### src/design/cmdbus_term_defines.svh
// Constants for the command-bus termination control design.
// Functional notes
// - Strength from config field; default disabled.
// - Applies to clock pair, select, six inputs.
// - Termination holds through power-down states.
// - Select pad low: no command/address termination.
// - Pad high and enabled: terminate at strength.
// - Field disabled: every group is off.
// - Pad low: clock, select follow force bits.
// - Pad high: disable bit turns off command/address.
// - Controller trains terminating rank first.
// - Termination change needs no recalibration.
// - Pull-up point change requires recalibration.
// - High pull-up point forbids 60/48/40 ohm.
// - Codes one to six enabled; others disabled.
// - Disable bit kills command/address termination.
// - Force bits terminate despite low pad.
`ifndef CMDBUS_TERM_DEFINES_SVH
`define CMDBUS_TERM_DEFINES_SVH

// ----------------------------------------
// Mode-register addresses
// ----------------------------------------
`define TERM_CONFIG_ADDR 6'h0b
`define TERM_OVERRIDE_ADDR 6'h16
`define SETPOINT_CTRL_ADDR 6'h0d

// ----------------------------------------
// Field positions
// ----------------------------------------
`define CFG_STRENGTH_MSB 6
`define CFG_STRENGTH_LSB 4
`define OVR_CLOCK_FORCE_BIT 3
`define OVR_SELECT_FORCE_BIT 4
`define OVR_CMD_DISABLE_BIT 5
`define SP_WRITE_BIT 6
`define SP_OPERATE_BIT 7

// ----------------------------------------
// Reset values and encodings
// ----------------------------------------
`define TERM_CONFIG_RESET 8'h00
`define TERM_OVERRIDE_RESET 8'h00
`define STRENGTH_FIRST_ON 3'h1
`define STRENGTH_LAST_ON 3'h6
`define STRENGTH_FIRST_LOW_OHM 3'h4

`endif

### src/design/cmdbus_term_pkg.sv
// Types and decode helpers for the command-bus termination design.
`include "cmdbus_term_defines.svh"

package cmdbus_term_pkg;

  typedef logic [2:0] strength_t;
  typedef logic [7:0] mode_data_t;
  typedef logic [5:0] mode_addr_t;

  typedef enum logic [2:0] {
    STR_OFF, STR_240, STR_120, STR_80, STR_60, STR_48, STR_40, STR_RSVD
  } strength_e;

  typedef enum logic [1:0] {CTRL_IDLE, CTRL_SEND_OVR, CTRL_FINISH} ctrl_state_e;

  // True when the strength code selects a real termination value.
  function automatic logic strength_on(input strength_t code);
    strength_on = (code >= `STRENGTH_FIRST_ON) &&
                  (code <= `STRENGTH_LAST_ON);
  endfunction : strength_on

endpackage : cmdbus_term_pkg

### src/design/cmdbus_term_if.sv
// Mode-register write channel between controller and memory die.
`timescale 1ns/1ps

interface cmdbus_term_if;
  logic mrw_valid;
  logic [5:0] mrw_addr;
  logic [7:0] mrw_data;

  modport ctrl (output mrw_valid, output mrw_addr, output mrw_data);
  modport dev (input mrw_valid, input mrw_addr, input mrw_data);
endinterface : cmdbus_term_if

### src/design/cmdbus_term_dev.sv
// Memory-die end: stores termination settings and drives enables.
`timescale 1ns/1ps

module cmdbus_term_dev (
  input wire logic i_sys_clk,
  input wire logic i_resetn,
  cmdbus_term_if.dev bus,
  input wire logic i_term_select_pad,
  input wire logic i_low_power,
  output logic o_clock_true_term_en,
  output logic o_clock_comp_term_en,
  output logic o_select_term_en,
  output logic [5:0] o_cmd_addr_term_en,
  output cmdbus_term_pkg::strength_t o_clock_strength,
  output cmdbus_term_pkg::strength_t o_select_strength,
  output cmdbus_term_pkg::strength_t o_cmd_addr_strength,
  output logic o_write_ignored
);
  import cmdbus_term_pkg::*;

  // ----------------------------------------
  // State
  // ----------------------------------------
  typedef struct packed {
    mode_data_t [1:0] cfg;
    mode_data_t [1:0] ovr;
    logic sp_write;
    logic sp_operate;
    logic pad_meta;
    logic pad_sync;
    logic ck_on;
    logic cs_on;
    logic ca_on;
    strength_t ck_code;
    strength_t cs_code;
    strength_t ca_code;
    logic ignored;
  } dev_state_s;

  typedef struct packed {
    logic ck;
    logic cs;
    logic ca;
  } group_en_s;

  typedef enum {
    TGT_NONE, TGT_CONFIG, TGT_OVERRIDE, TGT_SETPOINT
  } write_tgt_e;

  localparam dev_state_s DEV_RESET = '{
    cfg: {`TERM_CONFIG_RESET, `TERM_CONFIG_RESET},
    ovr: {`TERM_OVERRIDE_RESET, `TERM_OVERRIDE_RESET},
    sp_write: 1'b0,
    sp_operate: 1'b0,
    pad_meta: 1'b0,
    pad_sync: 1'b0,
    ck_on: 1'b0,
    cs_on: 1'b0,
    ca_on: 1'b0,
    ck_code: 3'h0,
    cs_code: 3'h0,
    ca_code: 3'h0,
    ignored: 1'b0
  };

  dev_state_s state_ff;
  dev_state_s nxt_state;

  mode_data_t act_cfg;
  mode_data_t act_ovr;
  strength_t act_code;
  logic act_on;
  logic pad_high;
  logic ck_force;
  logic cs_force;
  logic ca_disable;
  logic wr_take;
  logic wr_drop;
  write_tgt_e tgt;
  group_en_s grp;

  // ----------------------------------------
  // Decode helpers
  // ----------------------------------------
  // Maps a mode-register address to the setting that it writes.
  function automatic write_tgt_e write_target(input mode_addr_t addr);
    if (addr == `TERM_CONFIG_ADDR) begin
      write_target = TGT_CONFIG;
    end else if (addr == `TERM_OVERRIDE_ADDR) begin
      write_target = TGT_OVERRIDE;
    end else if (addr == `SETPOINT_CTRL_ADDR) begin
      write_target = TGT_SETPOINT;
    end else begin
      write_target = TGT_NONE;
    end
  endfunction : write_target

  // Applies the command-bus state table to one active setting.
  function automatic group_en_s term_groups(input logic on,
                                            input logic pad,
                                            input logic ck_frc,
                                            input logic cs_frc,
                                            input logic ca_dis);
    if (!on) begin
      term_groups = '{ck: 1'b0, cs: 1'b0, ca: 1'b0};
    end else if (!pad) begin
      term_groups = '{ck: ck_frc, cs: cs_frc, ca: 1'b0};
    end else begin
      term_groups = '{ck: 1'b1, cs: 1'b1, ca: !ca_dis};
    end
  endfunction : term_groups

  // ----------------------------------------
  // Write decode
  // ----------------------------------------
  // Only writes made while the die is awake reach the settings.
  always_comb begin
    wr_take = bus.mrw_valid && !i_low_power;
    wr_drop = bus.mrw_valid && i_low_power;
    tgt = wr_take ? write_target(bus.mrw_addr) : TGT_NONE;
  end

  // ----------------------------------------
  // Active set point decode
  // ----------------------------------------
  always_comb begin
    act_cfg = state_ff.cfg[state_ff.sp_operate];
    act_ovr = state_ff.ovr[state_ff.sp_operate];
    act_code = act_cfg[`CFG_STRENGTH_MSB:`CFG_STRENGTH_LSB];
    act_on = strength_on(act_code);
    pad_high = state_ff.pad_sync;
    ck_force = act_ovr[`OVR_CLOCK_FORCE_BIT];
    cs_force = act_ovr[`OVR_SELECT_FORCE_BIT];
    ca_disable = act_ovr[`OVR_CMD_DISABLE_BIT];
  end

  // ----------------------------------------
  // Next state
  // ----------------------------------------
  always_comb begin
    nxt_state = state_ff;
    nxt_state.pad_meta = i_term_select_pad;
    nxt_state.pad_sync = state_ff.pad_meta;
    nxt_state.ignored = wr_drop;

    // Writes are refused while the die sleeps, so the settings and
    // the enables derived from them stand unchanged through it.
    case (tgt)
      TGT_CONFIG: begin
        nxt_state.cfg[state_ff.sp_write] = bus.mrw_data;
      end
      TGT_OVERRIDE: begin
        nxt_state.ovr[state_ff.sp_write] = bus.mrw_data;
      end
      TGT_SETPOINT: begin
        nxt_state.sp_write = bus.mrw_data[`SP_WRITE_BIT];
        nxt_state.sp_operate = bus.mrw_data[`SP_OPERATE_BIT];
      end
      default: begin
      end
    endcase

    // Enables follow the stored settings, never the power state.
    grp = term_groups(act_on, pad_high, ck_force, cs_force, ca_disable);
    nxt_state.ck_on = grp.ck;
    nxt_state.cs_on = grp.cs;
    nxt_state.ca_on = grp.ca;

    // Each group reports the strength that it terminates with.
    nxt_state.ck_code = grp.ck ? act_code : 3'h0;
    nxt_state.cs_code = grp.cs ? act_code : 3'h0;
    nxt_state.ca_code = grp.ca ? act_code : 3'h0;
  end

  // ----------------------------------------
  // Registers
  // ----------------------------------------
  always_ff @(posedge i_sys_clk) begin
    if (!i_resetn) begin
      state_ff <= DEV_RESET;
    end else begin
      state_ff <= nxt_state;
    end
  end

  // ----------------------------------------
  // Outputs
  // ----------------------------------------
  assign o_clock_true_term_en = state_ff.ck_on;
  assign o_clock_comp_term_en = state_ff.ck_on;
  assign o_select_term_en = state_ff.cs_on;

  genvar gi;
  generate
    for (gi = 0; gi < 6; gi++) begin : g_ca
      assign o_cmd_addr_term_en[gi] = state_ff.ca_on;
    end
  endgenerate

  assign o_clock_strength = state_ff.ck_code;
  assign o_select_strength = state_ff.cs_code;
  assign o_cmd_addr_strength = state_ff.ca_code;
  assign o_write_ignored = state_ff.ignored;

endmodule : cmdbus_term_dev

### src/flat_wrapper.sv
// flat-port wrapper written by rule: the top's interface ports become plain ports
module cmdbus_term_dev_flat import cmdbus_term_pkg::*;
  (i_sys_clk, i_resetn, i_term_select_pad, i_low_power, o_clock_true_term_en, o_clock_comp_term_en, o_select_term_en, o_cmd_addr_term_en, o_clock_strength, o_select_strength, o_cmd_addr_strength, o_write_ignored, bus_mrw_valid, bus_mrw_addr, bus_mrw_data);
  cmdbus_term_if bus_i ();
  input wire logic i_sys_clk;
  input wire logic i_resetn;
  input wire logic i_term_select_pad;
  input wire logic i_low_power;
  output logic o_clock_true_term_en;
  output logic o_clock_comp_term_en;
  output logic o_select_term_en;
  output logic [5:0] o_cmd_addr_term_en;
  output cmdbus_term_pkg::strength_t o_clock_strength;
  output cmdbus_term_pkg::strength_t o_select_strength;
  output cmdbus_term_pkg::strength_t o_cmd_addr_strength;
  output logic o_write_ignored;
  input wire logic [$bits(bus_i.mrw_valid)-1:0] bus_mrw_valid;
  input wire logic [$bits(bus_i.mrw_addr)-1:0] bus_mrw_addr;
  input wire logic [$bits(bus_i.mrw_data)-1:0] bus_mrw_data;
  assign bus_i.mrw_valid = bus_mrw_valid;
  assign bus_i.mrw_addr = bus_mrw_addr;
  assign bus_i.mrw_data = bus_mrw_data;
  cmdbus_term_dev u_core (.i_sys_clk(i_sys_clk), .i_resetn(i_resetn), .bus(bus_i), .i_term_select_pad(i_term_select_pad), .i_low_power(i_low_power), .o_clock_true_term_en(o_clock_true_term_en), .o_clock_comp_term_en(o_clock_comp_term_en), .o_select_term_en(o_select_term_en), .o_cmd_addr_term_en(o_cmd_addr_term_en), .o_clock_strength(o_clock_strength), .o_select_strength(o_select_strength), .o_cmd_addr_strength(o_cmd_addr_strength), .o_write_ignored(o_write_ignored));
endmodule
### config.mk
export PLATFORM = sky130hd
export DESIGN_NAME = cmdbus_term_dev_flat
export DESIGN_NICKNAME = d
export VERILOG_FILES = /design/src/design/cmdbus_term_pkg.sv /design/src/design/cmdbus_term_if.sv /design/src/design/cmdbus_term_dev.sv /design/src/flat_wrapper.sv
export VERILOG_INCLUDE_DIRS = /design/src /design/src/design
export SDC_FILE = /design/constraint.sdc
export NUM_CORES = 1
export LEC_CHECK = 0
export BUFFER_PORTS_ARGS = -buffer_cell sky130_fd_sc_hd__buf_2
export CAP_MARGIN = 0
export CORE_UTILIZATION = 45
export DETAILED_ROUTE_END_ITERATION = 8
export MAX_ROUTING_LAYER = met4
export PLACE_DENSITY = 0.76
export SYNTH_ARGS = -nofsm -noshare
export SYNTH_HDL_FRONTEND = slang
export SYNTH_SLANG_ARGS = --single-unit
### constraint.sdc
create_clock -name i_sys_clk -period 3.8 [get_ports i_sys_clk]
set_input_delay 0.19 -clock i_sys_clk [delete_from_list [all_inputs] [get_ports i_sys_clk]]
set_output_delay 0.19 -clock i_sys_clk [all_outputs]
set_load 0.02 [all_outputs]
== Word level (Yosys, flattened, before mapping) ==
Cells that the tools add are included.
Operators by class
  order comparisons: 5
  equal/unequal tests: 6
  multiplexer cells: 14
  reduce and logical (&&, ||, !) cells: 9
Operators by type and width (number)
  32-bit 2-to-1 mux: 3
  32-bit by 2-bit equality test with 1-bit output, second input constant: 2
  16-bit bitwise mux: 2
  32-bit by 1-bit equality test with 1-bit output, second input constant: 1
  7-bit 2-to-1 mux: 2
  6-bit by 4-bit equality test with 1-bit output, second input constant: 2
  6-bit 2-to-1 mux: 2
  8-bit demux with 1-bit select: 1
  8-bit 2-to-1 mux: 1
  6-bit by 5-bit equality test with 1-bit output, second input constant: 1
  3-bit 2-to-1 mux: 2
  2-bit AND reduction: 3
  1-bit logical AND: 4
  1-bit by 2-bit < comparator with 1-bit output, second input constant: 2
  3-bit by 1-bit greater-or-equal comparator with 1-bit output, second input constant: 1
  3-bit less-or-equal comparator, second input constant: 1
  1-bit zero test: 2
  2-bit 2-to-1 mux: 1
  1-bit greater-or-equal comparator, second input constant: 1
Storage, ports and cells
  flip-flop bits (word level): 49
  input port bits: 19
  output and inout bits: 19
  logic and storage cells: 49

== Longest topological paths before layout ==
  depth after elaboration: 6
  gate-level depth with buffers: 4
  mapped depth without buffers: 3

== Worst setup path before layout ==
Ideal clock, no wire load.
  kind: register to register
  start point: register u_core.state_ff[15] in the netlist's numbering
  end point: register u_core.state_ff (netlist bit u_core.o_clock_comp_term_en)
  setup time: 0.134 ns
  arrival time: 1.169 ns
  required time: 3.666 ns
  slack: 2.498 ns
  cell stages (with the launch flop): 5
  buffers on the path: 1
  clock period less this slack: 1.302 ns
  path through: dfxtp_1 > buf_2 > mux2_2 > o21ai_0 > nor3_1
Between the ends
  word-level cells in the longest chain between the ends: 5
  elaborated cells on any way between the ends: 9
  those cells by class: order compare (2); mux (6); reduce/logical (1)
RTL lines
  start: declaration: RTL line cmdbus_term_dev.sv:66  | dev_state_s state_ff;
  start signal: assignment: RTL line cmdbus_term_dev.sv:182  | state_ff <= nxt_state;
  7-bit 2-to-1 mux (implied by the code) (2 in series): RTL line cmdbus_term_dev.sv:127  | act_cfg = state_ff.cfg[state_ff.sp_operate];
  3-bit by 1-bit greater-or-equal comparator with 1-bit output (no source line) or 3-bit less-or-equal comparator (tied branches)
  1-bit logical AND: RTL line cmdbus_term_pkg.sv:18  | strength_on = (code >= `STRENGTH_FIRST_ON) &&
  3-bit 2-to-1 mux (*): RTL line cmdbus_term_dev.sv:104  | if (!on) begin
Every way passes the cells marked *; elsewhere a longest branch is shown, timed or not. The select of a mux whose other input is x is not followed.
A chain may end at the register's enable or synchronous reset.

== Worst setup path after layout ==
Ends and elaborated chain as after synthesis.

==> flow_summary.yaml <==
die:
  core-area_um2: 2540
  die_height_um: 54.5
  start_util_pct: 48.7
  die_w_um: 54.5
  rows: 18
  ioPinCount: 38
  die_area_um2: 2970
global_routing:
  grt_pass1_wl_mm: 3.73
  gr-total-overflow: 0
  antenna_found_initial: 0
  grtUsageMet2_pct: 30.9
  grt_pass1_vias: 917
  grt.busiest_layer: "met2"
  gr-usage-all-layers_pct: 19.4
  grtUsageMet3_pct: 9.72
  globalRouteMet1Util_pct: 19.1
  grt_max_degree: 24
detailed_routing:
  drc: 0
  wirelength_mm: 2.25
  antenna_left: 0
  wl_per_cell_um: 12.7
  vias_per_cell: 4.98
  drtIter0Drc: 4
  vias: 881
  firstDrtPassIters: 4
final_layout:
  instances_no_fill: 177
  fillers: 242
  antennaDiodeCount: 0
  fin_nets: 165
  area_growth_pct: 13.5
  layout-drive-gt1-share_pct: 32.0
placed_design:
  io_buffers: 34
  dp_slack_ns: 2.25
  place.gp.congestion: 0.829
  hpwl_mm: 1.66
  dp_cells: 169
clocking:
  cts_buffers: 5
  clkSinkCount: 29
  htree_num_levels: 2
  ctsLongestPathBuffers: 2
  cts.repair.resized: 0
  cts_setup_buffers: 0
  ctsHoldBuffers: 0
  root_buffer: "clkbuf_4"
  cts_tree: "built"
  worstSkewPairLatency_ns: 0.33
  clk_pin_slew_ns: 0.10
synthesis:
  synth_seq_cells: 29
  syn_area_per_cell_um2: 9.83
  ys_async_sr_fraction_pct: 0
  yosys_warnings: 0
  yosys.area.top_type: "dfxtp_1"
  synth_common_cells: "dfxtp_1 (29), buf_4 (16), mux2i_1 (16), nand2_1 (16), nor2_1 (9)"
  yosysSeqAreaShare_pct: 46.9
  synth_fp_nets: 145
  synth_most_common_cell: "dfxtp_1"
  synth_area_um2: 1240
  synthFlopType: "dfxtp_1"
  yosysUniqueCellTypes: 24
  synthTopCellsByArea: "dfxtp_1 (47%), mux2i_1 (13%), buf_4 (9.7%)"
  synth_top_cell_area_share_pct: 46.9
  synthCells: 126
  synth_edf_count: 0
timing:
  timing.final.crit_share_pct: 40.7
  setup_viol: 0
  finClkSkew_ns: 0.0135
  whs_ns: 0.0621
  worst_pin_slew_ns: 0.448
  min_period_ns: 1.55
  fmax_mhz: 647
  setup_ws_ns: 2.25
  rsz0062_at_grt: "false"
  slew_viol_final: 0
  slew_headroom_pct: 69.9
  fin_setup_tns_ns: 0
  timing.final.hold_violations: 0
worst_setup_path:
  critical_path_buf_inv_count: 0
  required_ns: 4.01
  crit_slowest_cell: "dfxtp_1"
  critical_path.startpoint_type: "register"
  cp.arrival_ns: 1.76
  crit_family: "flip-flops"
  slowest_delay_ns: 0.56
  critical_path.cell_chain: "mux2_2 > o21ai_0 > nor3_1"
  critPathKind: "register to register"
  end_kind: "register"
  crit_fanout: 7
flow_run:
  cap_viol_max_count: 0
power:
  ir_drop_mv: 0.307
  p_leak_nw: 0.619
  power_density_nw_per_um2: 461
run_status:
  status: "finished clean"
worst_hold_path:
  hp-class: "input port to register"
## power breakdown
group | leakage (nW) | switching (mW) | internal [mW] | total, mW
Combinational | 0.329 | 0.0143 | 0.0116 | 0.0259
Clock | 0.0552 | 0.113 | 0.204 | 0.317
Sequential | 0.234 | 0.000636 | 0.305 | 0.306
## layout by cell type (no fill, tap or decap), drive strengths merged
| master | instances |
|---|---|
| a21oi | 2 |
| and2 | 2 |
| and3 | 3 |
| and4b | 1 |
| and4bb | 1 |
| buf | 34 |
| bufinv | 2 |
| clkbuf | 5 |
| clkinv | 1 |
| dfxtp | 29 |
| inv | 2 |
| mux2 | 2 |
| mux2i | 16 |
| nand2 | 16 |
| nand3 | 4 |
| nand4bb | 3 |
| nor2 | 9 |
| nor3 | 5 |
| nor4b | 1 |
| nor4bb | 1 |
| o21ai | 4 |
| o21bai | 3 |
| or3 | 1 |
## worst paths after layout
path                            slack, ns  cells after the start                 start                           to
worst max register to register       2.25                      3   u_core.state_ff[15]  u_core.o_clock_comp_term_en
worst min-delay path                 0.06                      2     i_term_select_pad         u_core.nxt_state[13]
worst min register to register       0.45                      1  u_core.nxt_state[13]              u_core.pad_high
worst max-delay path                 2.25                      3   u_core.state_ff[15]  u_core.o_clock_comp_term_en
## layout make-up
type                       count  area [µm²]  share of cell area (%)
inverter                       2        7.51                   0.534
multi-input combinational     74         508                    36.1
clock inverter                 3        65.1                    4.63
sequential                    29         581                    41.3
tap                           30        37.5                    2.67
clock buffer                   5        37.5                    2.67
timing repair buffer          34         170                    12.1
## layer usage
metal | wire (µm) | vias to the layer above
met5 | 0 | -
met4 | 65 | 0
met3 | 133 | 10
met2 | 1130 | 24
met1 | 918 | 392
li1 | - | 455
## sequential cells by signal, indices dropped and copies added, names as in the netlist
register,count
u_core.nxt_state,1
u_core.pad_high,1
u_core.state_ff,14
u_core.o_clock_comp_term_en,1
u_core.o_select_strength,3
u_core.o_write_ignored,1
u_core.o_clock_strength,3
u_core.o_select_term_en,1
u_core.o_cmd_addr_strength,3
u_core.o_cmd_addr_term_en,1
## worst reg2reg max path: cells and delay by family (launching register included)
family	cells	cell delay (ns)
flip-flops	1	0.56
multiplexers	1	0.39
AO/OA/AOI/OAI	1	0.36
AND/OR/NAND/NOR	1	0.12
## metrics by stage
step                      instance area [µm²]  utilization, %  power [mW]
after floorplan                          1240               -       0.325
after global placement                   1300            51.2       0.337
after detailed placement                 1300            51.2       0.338
after CTS                                1410            55.3       0.650
after global routing                     1410            55.3       0.671
final                                    1410            55.3       0.649
## logic make-up after synthesis
logic type	share of synthesized area (%)
AOI/OAI and AO/OA	4.24
and+or+nand+nor	22.0
muxes	14.7
DFF	46.9
buffers and inverters	12.1
(Power assumes the default switching activity.)
